<file path="src/ram_blk_pkg.sv">
// constants and types shared by the 32x4 ram block design
// Overview of operation
// - holds 32 words of 4 bits, 5-bit write address, 4-bit data in and out
// - dual-port use adds a separate 5-bit read address port
// - single-port use reads and writes at write address over one two-way data port
// - rightmost placement ties read address off and forces single-port use
// - reads are combinational and independent of the write path
// - front latches pass address, write enable and data at load 1, hold at 0
// - a nibble follows latched data only when addressed, load 1 and strobe 0
// - in synchronous mode opposite-phase latches form an edge-triggered write register
// - one mode choice drives both load selectors: clock, or constant 1
// - synchronous mode clocks from the sector-column clock left and above
// - any write to the clear byte during configuration zeroes every word
`default_nettype none
package ram_blk_pkg;
  localparam int unsigned ADDR_W = 5;
  localparam int unsigned DATA_W = 4;
  localparam int unsigned WORDS = 32;
  localparam int unsigned REG_ADDR_W = 2;
  localparam int unsigned REG_DATA_W = 8;
  localparam int unsigned SYNC_STAGES = 3;

  // register offsets
  localparam logic [REG_ADDR_W-1:0] CTRL_OFFSET = 2'h0;
  localparam logic [REG_ADDR_W-1:0] CLEAR_OFFSET = 2'h1;
  localparam logic [REG_ADDR_W-1:0] STATUS_OFFSET = 2'h2;

  // control fields
  localparam int unsigned CTRL_SYNC_BIT = 0;
  localparam int unsigned CTRL_SINGLE_BIT = 1;
  localparam int unsigned CTRL_CONFIG_BIT = 2;
  localparam logic [REG_DATA_W-1:0] CTRL_RESET = 8'h00;

  // status fields
  localparam int unsigned STAT_SCLK_BIT = 0;
  localparam int unsigned STAT_SINGLE_BIT = 1;
  localparam int unsigned STAT_RIGHT_BIT = 2;
  localparam int unsigned STAT_WRITE_BIT = 3;
  localparam int unsigned STAT_CLEARED_BIT = 4;

  typedef enum logic {
    LOAD_TRANSPARENT,
    LOAD_CLOCKED
  } load_mode_e;
endpackage : ram_blk_pkg
`default_nettype wire

</file>
<file path="src/ram_core_if.sv">
// write and read signals between the ram control and the storage array
`timescale 1ns/1ps
`default_nettype none
interface ram_core_if;
  logic wr_en;
  logic [ram_blk_pkg::ADDR_W-1:0] wr_addr;
  logic [ram_blk_pkg::DATA_W-1:0] wr_data;
  logic clear;
  logic [ram_blk_pkg::ADDR_W-1:0] rd_addr;
  logic [ram_blk_pkg::DATA_W-1:0] rd_data;

  modport ctrl (
    output wr_en,
    output wr_addr,
    output wr_data,
    output clear,
    output rd_addr,
    input rd_data
  );

  modport store (
    input wr_en,
    input wr_addr,
    input wr_data,
    input clear,
    input rd_addr,
    output rd_data
  );
endinterface : ram_core_if
`default_nettype wire

</file>
<file path="src/front_latch.sv">
// transparent latch modelled on the core clock: passes at load 1, holds at 0
`timescale 1ns/1ps
`default_nettype none
module front_latch #(
  parameter int unsigned WIDTH = 1
) (
  // clock and reset
  input wire logic core_clk_i,
  input wire logic reset_n_i,
  // latch
  input wire logic load_i,
  input wire logic [WIDTH-1:0] d_i,
  output logic [WIDTH-1:0] q_o
);
  logic [WIDTH-1:0] held_q;
  logic [WIDTH-1:0] held_d;

  always_comb begin
    held_d = held_q;
    if (load_i) begin
      held_d = d_i;
    end
  end

  always_ff @(posedge core_clk_i) begin
    if (!reset_n_i) begin
      held_q <= '0;
    end else begin
      held_q <= held_d;
    end
  end

  assign q_o = load_i ? d_i : held_q;
endmodule : front_latch
`default_nettype wire

</file>
<file path="src/ram_block.sv">
// 32x4 ram block: front latches, load selection, data pins and config registers
`timescale 1ns/1ps
`default_nettype none
module ram_block #(
  parameter bit RIGHTMOST = 1'b0
) (
  // clock and reset
  input wire logic core_clk_i,
  input wire logic reset_n_i,
  // sector-column clock of the column left and above
  input wire logic sector_clk_i,
  // write side
  input wire logic [ram_blk_pkg::ADDR_W-1:0] write_addr_i,
  input wire logic write_enable_n_i,
  input wire logic [ram_blk_pkg::DATA_W-1:0] data_in_i,
  // read side
  input wire logic [ram_blk_pkg::ADDR_W-1:0] read_addr_i,
  input wire logic output_enable_n_i,
  output logic [ram_blk_pkg::DATA_W-1:0] data_out_o,
  output logic data_out_oe_o,
  // data pin driven back in single-port use
  output logic [ram_blk_pkg::DATA_W-1:0] data_pin_o,
  output logic data_pin_oe_o,
  // register port
  input wire logic [ram_blk_pkg::REG_ADDR_W-1:0] reg_addr_i,
  input wire logic [ram_blk_pkg::REG_DATA_W-1:0] reg_wdata_i,
  input wire logic reg_wr_i,
  input wire logic reg_rd_i,
  output logic [ram_blk_pkg::REG_DATA_W-1:0] reg_rdata_o
);
  localparam int unsigned AW = ram_blk_pkg::ADDR_W;
  localparam int unsigned DW = ram_blk_pkg::DATA_W;
  localparam int unsigned RW = ram_blk_pkg::REG_DATA_W;

  ram_core_if core ();

  // ---------------- register file
  logic [RW-1:0] ctrl_q;
  logic [RW-1:0] ctrl_d;
  logic [RW-1:0] rdata_q;
  logic [RW-1:0] rdata_d;
  logic wrote_q;
  logic wrote_d;
  logic cleared_q;
  logic cleared_d;
  logic clear_hit;
  logic sclk_lvl_q;

  function automatic logic reg_hit(input logic [ram_blk_pkg::REG_ADDR_W-1:0] a,
                                   input logic [ram_blk_pkg::REG_ADDR_W-1:0] off);
    reg_hit = (a == off);
  endfunction : reg_hit

  logic single_port;
  ram_blk_pkg::load_mode_e load_mode;

  assign single_port = ctrl_q[ram_blk_pkg::CTRL_SINGLE_BIT] | RIGHTMOST;
  assign load_mode = ctrl_q[ram_blk_pkg::CTRL_SYNC_BIT] ? ram_blk_pkg::LOAD_CLOCKED
                                                        : ram_blk_pkg::LOAD_TRANSPARENT;

  // clear byte acts only while configuration is open; value written is ignored
  assign clear_hit = reg_wr_i && reg_hit(reg_addr_i, ram_blk_pkg::CLEAR_OFFSET)
                     && ctrl_q[ram_blk_pkg::CTRL_CONFIG_BIT];

  always_comb begin
    ctrl_d = ctrl_q;
    rdata_d = '0;
    wrote_d = wrote_q;
    cleared_d = cleared_q;
    if (reg_wr_i) begin
      if (reg_hit(reg_addr_i, ram_blk_pkg::CTRL_OFFSET)) begin
        ctrl_d = reg_wdata_i;
      end else if (reg_hit(reg_addr_i, ram_blk_pkg::STATUS_OFFSET)) begin
        wrote_d = 1'b0;
        cleared_d = 1'b0;
      end
    end
    if (core.wr_en) begin
      wrote_d = 1'b1;
    end
    if (clear_hit) begin
      cleared_d = 1'b1;
    end
    if (reg_rd_i) begin
      if (reg_hit(reg_addr_i, ram_blk_pkg::CTRL_OFFSET)) begin
        rdata_d = ctrl_q;
      end else if (reg_hit(reg_addr_i, ram_blk_pkg::STATUS_OFFSET)) begin
        rdata_d[ram_blk_pkg::STAT_SCLK_BIT] = sclk_lvl_q;
        rdata_d[ram_blk_pkg::STAT_SINGLE_BIT] = single_port;
        rdata_d[ram_blk_pkg::STAT_RIGHT_BIT] = RIGHTMOST;
        rdata_d[ram_blk_pkg::STAT_WRITE_BIT] = wrote_q;
        rdata_d[ram_blk_pkg::STAT_CLEARED_BIT] = cleared_q;
      end
    end
  end

  always_ff @(posedge core_clk_i) begin
    if (!reset_n_i) begin
      ctrl_q <= ram_blk_pkg::CTRL_RESET;
      rdata_q <= '0;
      wrote_q <= 1'b0;
      cleared_q <= 1'b0;
    end else begin
      ctrl_q <= ctrl_d;
      rdata_q <= rdata_d;
      wrote_q <= wrote_d;
      cleared_q <= cleared_d;
    end
  end

  assign reg_rdata_o = rdata_q;

  // ---------------- sector clock sampling
  logic [ram_blk_pkg::SYNC_STAGES-1:0] sclk_sync_q;
  logic [ram_blk_pkg::SYNC_STAGES-1:0] sclk_sync_d;
  logic sclk_lvl_d;

  always_comb begin
    sclk_sync_d = {sclk_sync_q[ram_blk_pkg::SYNC_STAGES-2:0], sector_clk_i};
    sclk_lvl_d = sclk_lvl_q;
    if (sclk_sync_q[1] == sclk_sync_q[2]) begin
      sclk_lvl_d = sclk_sync_q[2];
    end
  end

  always_ff @(posedge core_clk_i) begin
    if (!reset_n_i) begin
      sclk_sync_q <= '0;
      sclk_lvl_q <= 1'b0;
    end else begin
      sclk_sync_q <= sclk_sync_d;
      sclk_lvl_q <= sclk_lvl_d;
    end
  end

  // ---------------- load selection
  logic front_load;
  logic store_load;

  // one choice steers both selectors; opposite phases make an edge-triggered write
  always_comb begin
    front_load = 1'b1;
    store_load = 1'b1;
    case (load_mode)
      ram_blk_pkg::LOAD_CLOCKED: begin
        front_load = ~sclk_lvl_q;
        store_load = sclk_lvl_q;
      end
      default: begin
        front_load = 1'b1;
        store_load = 1'b1;
      end
    endcase
  end

  // ---------------- front latches
  logic [AW-1:0] waddr_l;
  logic wen_n_l;
  logic [DW-1:0] wdata_l;

  front_latch #(
    .WIDTH(AW + 1 + DW)
  ) u_front (
    .core_clk_i(core_clk_i),
    .reset_n_i(reset_n_i),
    .load_i(front_load),
    .d_i({write_addr_i, write_enable_n_i, data_in_i}),
    .q_o({waddr_l, wen_n_l, wdata_l})
  );

  // ---------------- storage array
  assign core.wr_en = store_load && !wen_n_l;
  assign core.wr_addr = waddr_l;
  assign core.wr_data = wdata_l;
  assign core.clear = clear_hit;
  // single-port reads at the write address; rightmost read address tied off
  assign core.rd_addr = single_port ? write_addr_i : read_addr_i;

  ram_store #(
    .WORDS(ram_blk_pkg::WORDS)
  ) u_store (
    .core_clk_i(core_clk_i),
    .core(core)
  );

  // ---------------- output drivers
  always_comb begin
    data_out_o = core.rd_data;
    data_pin_o = core.rd_data;
    data_out_oe_o = !output_enable_n_i && !single_port;
    data_pin_oe_o = !output_enable_n_i && single_port;
  end
endmodule : ram_block
`default_nettype wire

</file>
<file path="src/ram_store.sv">
// 32x4 storage array with clear and combinational read
`timescale 1ns/1ps
`default_nettype none
module ram_store #(
  parameter int unsigned WORDS = ram_blk_pkg::WORDS
) (
  // clock
  input wire logic core_clk_i,
  // array access
  ram_core_if.store core
);
  logic [ram_blk_pkg::DATA_W-1:0] mem_q [WORDS];
  logic [ram_blk_pkg::DATA_W-1:0] mem_d [WORDS];

  genvar gi;
  generate
    for (gi = 0; gi < WORDS; gi++) begin : g_word
      always_comb begin
        mem_d[gi] = mem_q[gi];
        if (core.clear) begin
          mem_d[gi] = '0;
        end else if (core.wr_en && (core.wr_addr == ram_blk_pkg::ADDR_W'(gi))) begin
          mem_d[gi] = core.wr_data;
        end
      end

      always_ff @(posedge core_clk_i) begin
        mem_q[gi] <= mem_d[gi];
      end
    end
  endgenerate

  // read does not wait for any clock
  assign core.rd_data = mem_q[core.rd_addr];
endmodule : ram_store
`default_nettype wire
</file>
<file path="config.mk">
export PLATFORM = sky130hd
export DESIGN_NAME = ram_block
export DESIGN_NICKNAME = d
export VERILOG_FILES = /design/src/ram_blk_pkg.sv /design/src/ram_core_if.sv /design/src/front_latch.sv /design/src/ram_block.sv /design/src/ram_store.sv
export SDC_FILE = /design/constraint.sdc
export NUM_CORES = 1
export LEC_CHECK = 0
export ABC_CLOCK_PERIOD_IN_PS = 3600
export BUFFER_PORTS_ARGS = -buffer_cell sky130_fd_sc_hd__buf_2
export CORE_UTILIZATION = 60
export DETAILED_ROUTE_END_ITERATION = 10
export PLACE_DENSITY = 0.79
export SYNTH_ARGS = -nofsm -noshare
export SYNTH_HDL_FRONTEND = slang
export SYNTH_SLANG_ARGS = --single-unit
</file>
<file path="constraint.sdc">
create_clock -name core_clk_i -period 3.6 [get_ports core_clk_i]
set_input_delay 0.54 -clock core_clk_i [delete_from_list [all_inputs] [get_ports core_clk_i]]
set_output_delay 0.54 -clock core_clk_i [all_outputs]
set_load 0.005 [all_outputs]
</file>
# Word-level counts from Yosys, hierarchy flattened

Memories as Yosys holds them, arrays and structs flattened.
Index checks and enable logic that the tools add are counted.

Bits in writable memories: 128
Bits in registers: 32
Bits of input ports: 31
Logic and storage cells: 205
Memories kept: 1

Memories:

| name          | depth | bits a word | read ports | clocked after memory_dff | wr ports | RTL line        | text |
|---|---|---|---|---|---|---|---|
| u_store.mem_q | 32    | 4           | 1          | 0                        | 32       | ram_store.sv:12 | `logic [ram_blk_pkg::DATA_W-1:0] mem_q [WORDS];` |

Multiplexer cells: 76
Bitwise logic cells: 1
Reductions and logical operators: 51
Eq/ne operators: 68

Operators with widths:

| cell                 | count |
|---|---|
| $mux W4              | 64 |
| $eq A5 B5 Y1 const B | 16 |
| $ne A2 B2 Y1 const B | 33 |
| $eq A5 B4 Y1 const B | 8 |
| $logic_and A1 B1 Y1  | 37 |
| $eq A5 B3 Y1 const B | 4 |
| $mux W5              | 3 |
| $eq A5 B2 Y1 const B | 2 |
| $mux W10             | 1 |
| $reduce_and A3 Y1    | 3 |
| $mux W1              | 8 |
| $reduce_bool A2 Y1   | 4 |
| $eq A5 B1 Y1 const B | 1 |
| $logic_not A5 Y1     | 1 |
| $reduce_and A2 Y1    | 2 |
| $logic_not A1 Y1     | 3 |
| $eq A2 B1 Y1 const B | 1 |
| $eq A2 B2 Y1 const B | 1 |
| $logic_not A2 Y1     | 1 |
| $ne A2 B1 Y1 const B | 1 |
| $eq A1 B1 Y1         | 1 |
| $not A1 Y1           | 1 |

# Longest topological paths before layout

Gate-level depths: netlist of run 1.

Depth in word-level cells: 8
Depth in mapped cells: 10
Gate-level depth less buffers: 5

# By module

From an unflattened synthesis of run 1, not the netlist that was laid out.

Cells, all modules: 365
Area, all modules: 6598.8 um^2

By module, submodules not included:

| module      | times used | area an instance (um^2) | cells an instance | sequential area each (um^2) |
|---|---|---|---|---|
| ram_store   | 1          | 5246.3                  | 240               | 3843.7 |
| ram_block   | 1          | 925.9                   | 94                | 440.4 |
| front_latch | 1          | 426.7                   | 31                | 200.2 |

# Worst setup path before layout of run 1

OpenSTA, ideal clock, no wires.

Path kind: in2out
Start: input port read_addr_i[1] (netlist name)
End: output port data_pin_o[2] (netlist name)
Setup slack: 690 ps
Arrival time: 2370 ps
Data required time: 3060 ps
Cell stages on the path: 7
Cell sequence: clkbuf_1 -> mux2_2 -> mux4_2 -> nand2_1 -> a21oi_1 -> or4_1 -> buf_4

Word-level cells in the longest chain between the ends: 2

Ends and longest elaborated chain:

| item            | RTL line         | text |
|---|---|---|
| start, declared | ram_block.sv:17  | `input wire logic [ram_blk_pkg::ADDR_W-1:0] read_addr_i,` |
| $mux W5         | ram_block.sv:177 | `assign core.rd_addr = single_port ? write_addr_i : read_addr_i;` |
| $mem_v2 Z32 W4  | -                |  |
| end, declared   | ram_block.sv:22  | `output logic [ram_blk_pkg::DATA_W-1:0] data_pin_o,` |

No other way between the ends.

# Final worst setup path of run 1

Start: register ctrl_q[1]
End: output port data_pin_o[2] (netlist name)

Word-level cells in the longest chain between the ends: 2

Ends and longest elaborated chain:

| item                   | RTL line         | text |
|---|---|---|
| start, declared        | ram_block.sv:38  | `logic [RW-1:0] ctrl_q;` |
| start signal, assigned | ram_block.sv:99  | `ctrl_q <= ram_blk_pkg::CTRL_RESET;` |
| start signal, assigned | ram_block.sv:104 | `ctrl_q <= ctrl_d;` |
| $mux W5                | ram_block.sv:177 |  |
| $mem_v2 Z32 W4         | -                |  |

No other way between the ends.

==> key figures, run 1 <==
GRT
  • Largest net degree at the start of global routing: 34
  • Initial antenna violation count: 0
  • Total global-route track usage: 28.8%
  • Vias in the first global route: 4464
  • GRT overflow: 0
  • First-pass GRT wire length: 24200 um

Synth
  • Post-Syn Area per Cell: 13.9 um^2
  • Synth top cells by count: 128 x edfxtp_1, 42 x mux2i_1, 40 x o21ai_0
  • Synth Area in XOR/XNOR: 0%
  • Adder-cell share of the synthesized area: 0%
  • Instance count of the mapped netlist: 492
  • Largest family of logic cells by synthesized area: compound AO/OA/AOI/OAI gates
  • Ys async rst share: 0%
  • Largest cells by area after synthesis: edfxtp_1 56%, dfxtp_1 9.4%, mux2i_1 6.2%
  • Compound-Gate Fraction of Synth Area: 11.7%
  • Post-synth EDFFs: 128
  • Register area share after synthesis: 65.7%
  • Synth warnings: 0
  • Post-Synth Simple-Gate Area: 8.35%
  • Post-Syn Area: 0.00682 mm^2
  • Most used flip-flop cell after synthesis: edfxtp_1
  • Top-area cell type share of the netlist area: 56.4%
  • Multiplexer share of the synthesized area: 11.3%
  • Netlist cell types: 44
  • Post-synth net total: 523
  • Cell taking the most area after synthesis: edfxtp_1
  • Most numerous cell in the Yosys netlist: edfxtp_1
  • Yosys reg bits: 160

Final layout
  • P&R area growth vs syn: 13.8%
  • Total Nets Final: 571
  • # diodes: 0
  • Non-filler cells, final: 693
  • Final instance area: 0.00776 mm^2
  • Layout cells sized above 1: 21.0%

Worst hold path
  • Worst Hold Class: in -> reg

Power and ir drop
  • Cell-internal power: 3.16 mW
  • Sw frac: 22.1%
  • PD cells: 523 mW/mm^2
  • Leakage power: 2.79 nW
  • Sw Pwr: 0.897 mW
  • Combinational power share: 7.6%
  • Clock network fraction of total power: 42.4%
  • Power Total: 4.06 mW
  • VDD IR-drop max: 289 uV
  • Sequential Power Share: 50.1%

Placed design
  • Area after DPL: 0.00718 mm^2
  • Hpwl dp: 10600 um
  • Pre-CTS WS: 0.341 ns
  • Gpl congestion: 0.959
  • Placed cell count: 661
  • Port Buffers: 48

Setup path
  • Worst reg-to-reg setup slack: 0.88 ns
  • Slowest-stage cell, CP: or4_1
  • Crit. End Element: output port
  • Crit path DAT: 2.90 ns
  • CP peak stage delay: 0.56 ns
  • CP Cell Sequence: buf_4, mux2_2, mux4_2, nand2_1, a21oi_1, or4_1, buf_2
  • Critical Path Source Type: flop
  • Critical path peak fanout: 33
  • Setup Crit Path Kind: reg -> out
  • Req. time, crit path: 3.06 ns

Routing
  • DRC violations left: 0
  • DR vias: 4510
  • Routed Wire Length: 15700 um
  • Initial DRC Count: 619
  • Drt via density: 6.51
  • Pre-antenna DRT Iters: 5
  • Drt wl/cell: 22.6 um
  • Final ANT Viol Nets: 0

CTS
  • Worst-skew pair later-pin latency: 0.43 ns
  • CTS buffer count: 17
  • CTS tree: done
  • H-tree depth: 4
  • CTS Root Cell: clkbuf_16
  • Clock slew at reported path FFs: 0.06 ns
  • Clk buf depth: 2
  • Hold Buf Count CTS: 0
  • CTS Sinks: 160

Die
  • Starting Density: 62.4%
  • Die Span Y: 109 um
  • DIE WIDTH: 109 um
  • Core area: 0.0109 mm^2
  • Die area: 0.0118 mm^2
  • Boundary Pins: 49
  • Row cnt: 38

Timing
  • Fmax achieved: 0.290 GHz
  • Unrepaired setup endpoints after global routing: false
  • Setup_tns: 0 ns
  • Final critical-path share of the clock period: 95.6%
  • Final WS setup: 0.157 ns
  • Worst Skew: 0.00974 ns
  • Final hold vios: 0
  • Final Max Slew Viols: 0
  • Worst-Margin Slew: 0.876 ns
  • Crit path time final: 3.44 ns
  • Worst relative slew slack: 41.4%
  • Endpoints failing setup: 0

Outcome
  • Status: complete, no violations

Flow run
  • Max-Cap Viols: 0
through the flow:
step / utilization, % / hold slack (ns)
6_report: 71.0 / 0.318
5_1_grt: 71.0 / 0.320
4_1_cts: 70.9 / 0.310
3_5_place_dp: 65.7 / 0.423
3_3_place_gp: 65.7 / 0.421
2_1_floorplan: - / 0.412
power by group through the flow:
| stage | sequential, mW | clock, mW | combinational (mW) |
|---|---|---|---|
| floorplan | 2.07 | 0 | 0.198 |
| global placement | 2.07 | 0 | 0.292 |
| detailed placement | 2.07 | 0 | 0.300 |
| CTS | 2.03 | 1.73 | 0.302 |
| global route | 2.04 | 1.80 | 0.328 |
| finish | 2.03 | 1.72 | 0.307 |
critical path, delay by kind of cell (launching register included):
kind	cells	cell delay, ns
multiplexers	2	0.83
buffers and inverters	2	0.53
AND/OR/NAND/NOR	2	0.65
AO/OA/AOI/OAI	1	0.08
flip-flops	1	0.39
final cells by class:
class / instances / area, um^2
sequential: 160 / 4480
fill: 725 / 3170
multi-input combinational: 289 / 2150
clock buffer: 24 / 527
timing repair buffer: 60 / 330
tap: 140 / 175
clock inverter: 8 / 47.5
inverter: 12 / 45.0
logic make-up (layout without fill, tap and decap cells):
group	after synthesis	count (layout)
and+or+nand+nor	109	109
DFF	160	160
muxes	60	60
AOI/OAI and AO/OA	120	120
buffers and inverters	43	104
flip-flops by register name (all words and copies together), names as in the netlist:
signal          cells
reg_rdata_o         8
ctrl_q              8
wrote_q             1
u_store.mem_q     128
cleared_q           1
sclk_sync_q         3
sclk_lvl_q          1
u_front.held_q     10
placed cells by master (no fill, tap or decap), drive strengths merged, types with 2 or more instances in the layout:
master | synthesis | layout
a211oi | 17 | 17
a21boi | 2 | 2
a21oi | 6 | 6
a22o | 7 | 7
a311oi | 4 | 4
a31oi | 9 | 9
and2 | 13 | 13
and3 | 3 | 3
buf | 13 | 60
clkbuf | 18 | 24
clkinv | 0 | 5
dfxtp | 32 | 32
edfxtp | 128 | 128
inv | 12 | 15
mux2 | 5 | 5
mux2i | 42 | 42
mux4 | 13 | 13
nand2 | 26 | 26
nand2b | 6 | 6
nand3 | 8 | 8
nand3b | 3 | 3
nor2 | 17 | 17
nor2b | 27 | 27
o211ai | 13 | 13
o21ai | 40 | 40
o221ai | 5 | 5
o22ai | 7 | 7
or2 | 2 | 2
or4 | 2 | 2
worst paths after layout:
| path | startpoint | end | cells past startpoint |
|---|---|---|---|
| worst max-delay path | ctrl_q[1]$_SDFFE_PN0P_ | data_pin_o[2] | 7 |
| worst min-delay path | sector_clk_i | sclk_sync_q[0]$_SDFF_PN0_ | 2 |
| worst max register to register | sclk_lvl_q$_SDFFE_PN0N_ | u_store.mem_q[8][3]$_DFFE_PP_ | 5 |
| worst min register to register | sclk_sync_q[0]$_SDFF_PN0_ | sclk_sync_q[1]$_SDFF_PN0_ | 1 |
metal layers:
metal | wire, um | global-route usage (%)
met1 | 6060 | 38.0
met2 | 7250 | 44.6
met3 | 1730 | 7.41
met4 | 655 | 14.2
met5 | 0 | 0
what timing repair did:
action / in CTS / in global routing
setup buffers: 0 / 0
gates resized for setup: 0 / 1
setup endpoints to repair: 0 / 4
Power figures use the tool's default switching activity.
==> inputs of run 2 (changes only) <==
Settings changed: ABC_AREA from default to 1, CTS_CLUSTER_DIAMETER from default to 80, HOLD_SLACK_MARGIN from default to 0.03.
==> key figures, run 2 <==
Placed design
  • Port Buffers: 48
  • Pre-CTS WS: 0.715 ns
  • Gpl congestion: 0.953
  • Hpwl dp: 10800 um

CTS
  • Hold Buf Count CTS: 0
  • CTS Root Cell: clkbuf_16
  • Worst-skew pair later-pin latency: 0.43 ns
  • CTS Sinks: 160
  • Clk buf depth: 2
  • CTS buffer count: 17
  • Clock slew at reported path FFs: 0.06 ns
  • H-tree depth: 4
  • CTS tree: done
  • Setup Buffers After CTS: 0

Die
  • Row cnt: 39
  • Die area: 0.0126 mm^2
  • Boundary Pins: 49
  • Core area: 0.0116 mm^2
  • Starting Density: 62.7%
  • Die Span Y: 112 um
  • DIE WIDTH: 112 um

Final layout
  • Multi-input gate area: 0.00203 mm^2
  • Register area: 0.00449 mm^2
  • Top Registers: u_store.mem_q x128, u_front.held_q x10
  • Commonest non-fill, non-tap cell in the layout: nand3_1
  • # diodes: 0
  • P&R area growth vs syn: 12.6%
  • Util after Layout: 70.6%
  • Max reg flops: 128
  • Total Nets Final: 824
  • Largest register by flop count: u_store.mem_q
  • FILL cells: 839
  • Most frequent cells in the layout: 143 x nand3_1, 142 x inv_1, 136 x nand2_1
  • Layout cells sized above 1: 14.1%

Routing
  • Drt wl/cell: 17.6 um
  • Final ANT Viol Nets: 0
  • Drt via density: 5.64
  • Initial DRC Count: 642
  • DR vias: 5350
  • DRC violations left: 2
  • Routed Wire Length: 16700 um
  • Pre-antenna DRT Iters: 9

Power and ir drop
  • Sequential Power Share: 46.4%
  • Combinational power share: 8.9%
  • PD cells: 538 mW/mm^2
  • Clock network fraction of total power: 44.7%
  • Sw Pwr: 0.972 mW
  • Sw frac: 22.0%
  • Power Total: 4.41 mW
  • Leakage power: 3.60 nW
  • VDD IR-drop max: 293 uV
  • Cell-internal power: 3.44 mW

Synth
  • Instance count of the mapped netlist: 755
  • Yosys reg bits: 160
  • Netlist cell types: 26
  • Post-Syn Area per Cell: 9.65 um^2
  • Most used flip-flop cell after synthesis: edfxtp_1
  • Register area share after synthesis: 61.5%
  • Synth top cells by count: 143 x nand3_1, 142 x inv_1, 136 x nand2_1
  • Post-synth net total: 786
  • Top-area cell type share of the netlist area: 52.7%
  • Post-Syn Area: 0.00729 mm^2
  • Cell taking the most area after synthesis: edfxtp_1
  • Ys async rst share: 0%
  • Most numerous cell in the Yosys netlist: nand3_1
  • Post-synth EDFFs: 128
  • Largest cells by area after synthesis: edfxtp_1 53%, nand3_1 9.8%, dfxtp_1 8.8%
  • Synth warnings: 0

Timing
  • Final WS setup: 0.403 ns
  • Fmax achieved: 0.313 GHz
  • Final Max Slew Viols: 0
  • Unrepaired setup endpoints after global routing: false
  • Final critical-path share of the clock period: 88.8%
  • Final hold vios: 0
  • Min Hold Slack: 0.298 ns
  • Crit path time final: 3.20 ns
  • Setup_tns: 0 ns
  • Worst Skew: 0.00731 ns
  • Worst relative slew slack: 26.0%
  • Endpoints failing setup: 0
  • Worst-Margin Slew: 1.11 ns

Setup path
  • Critical Path Source Type: flop
  • Req. time, crit path: 3.06 ns
  • Crit path DAT: 2.66 ns
  • Setup Crit Path Kind: reg -> out
  • Worst reg2reg path depth: 4
  • Crit. End Element: output port
  • Critical path peak fanout: 24

GRT
  • Total global-route track usage: 28.2%
  • Initial antenna violation count: 0
  • Vias in the first global route: 5155
  • First-pass GRT wire length: 26300 um
  • Largest net degree at the start of global routing: 41
  • GRT overflow: 0

Outcome
  • Failing checks: design-rule violations
  • Status: finished, violations left

Worst hold path
  • Hold path cells: 3
  • Worst Hold Class: in -> reg

Flow run
  • Max-Cap Viols: 0
[run 2: cell count changes after synthesis, moves of 15 or more]
cell | previous run | this run
nand3_1 | 8 | 143
inv_1 | 12 | 142
nand2_1 | 26 | 136
mux2i_1 | 42 | 5
nor2b_1 | 27 | 0
a211oi_1 | 17 | 0
o21ai_1 | 0 | 15
[run 2: kinds of logic after synthesis]
logic type | share of synthesized area (%)
flip-flops | 61.5
multiplexers | 0.687
AND/OR/NAND/NOR | 21.4
buffers and inverters | 10.8
AO/OA/AOI/OAI | 5.55
[run 2: timing repair]
action,CTS,global route
resized for setup,0,1
hold endpoints to repair,0,0
endpoints found under the setup margin,0,2
[run 2: layer usage]
metal	vias to the layer above	global-route usage (%)	wire length (um)
met3	42	6.43	1500
met4	0	14.8	610
met2	276	45.7	7970
li1	2550	-	-
met1	2482	35.7	6630
met5	-	0	0
[run 2: worst paths after layout]
check                       startpoint                            end  slack, ns
max             ctrl_q[1]$_SDFFE_PN0P_                  data_pin_o[2]       0.40
min                       sector_clk_i      sclk_sync_q[0]$_SDFF_PN0_       0.30
max reg2reg     ctrl_q[2]$_SDFFE_PN0P_  u_store.mem_q[0][1]$_DFFE_PP_       0.98
min reg2reg  sclk_sync_q[0]$_SDFF_PN0_      sclk_sync_q[1]$_SDFF_PN0_       0.42
[run 2: cell type report]
type                    instances  area share (%)
clock buffers                  19            5.28
clock inverters                13            2.64
inverters                     146            6.68
multi-input cells             410            24.7
flip-flops and latches        160            54.7
well taps                     143            2.18
repair buffers                 58            3.84
[run 2: per-stage QoR]
step           cell area [um^2]  instances
2_1_floorplan              7290        755
3_3_place_gp               7550        917
3_5_place_dp               7550        917
4_1_cts                    8200        949
5_1_grt                    8200        949
6_report                   8200        949
[run 2: power groups by stage]
stage / Clock (mW) / Sequential, mW / Combinational [mW]
2_1_floorplan: 0 / 2.08 / 0.277
5_1_grt: 2.05 / 2.05 / 0.430
3_5_place_dp: 0 / 2.08 / 0.382
3_3_place_gp: 0 / 2.08 / 0.373
4_1_cts: 1.98 / 2.05 / 0.386
6_report: 1.97 / 2.05 / 0.393
[run 2: critical path: stages (launching register included)]
cell	delay, ns
dfxtp_2	0.40
o21ai_2	0.89
buf_4	0.31
nand3_1	0.10
nand3_1	0.09
nand3_1	0.08
nand2_1	0.08
nand2_1	0.05
nand2_1	0.10
buf_2	0.11
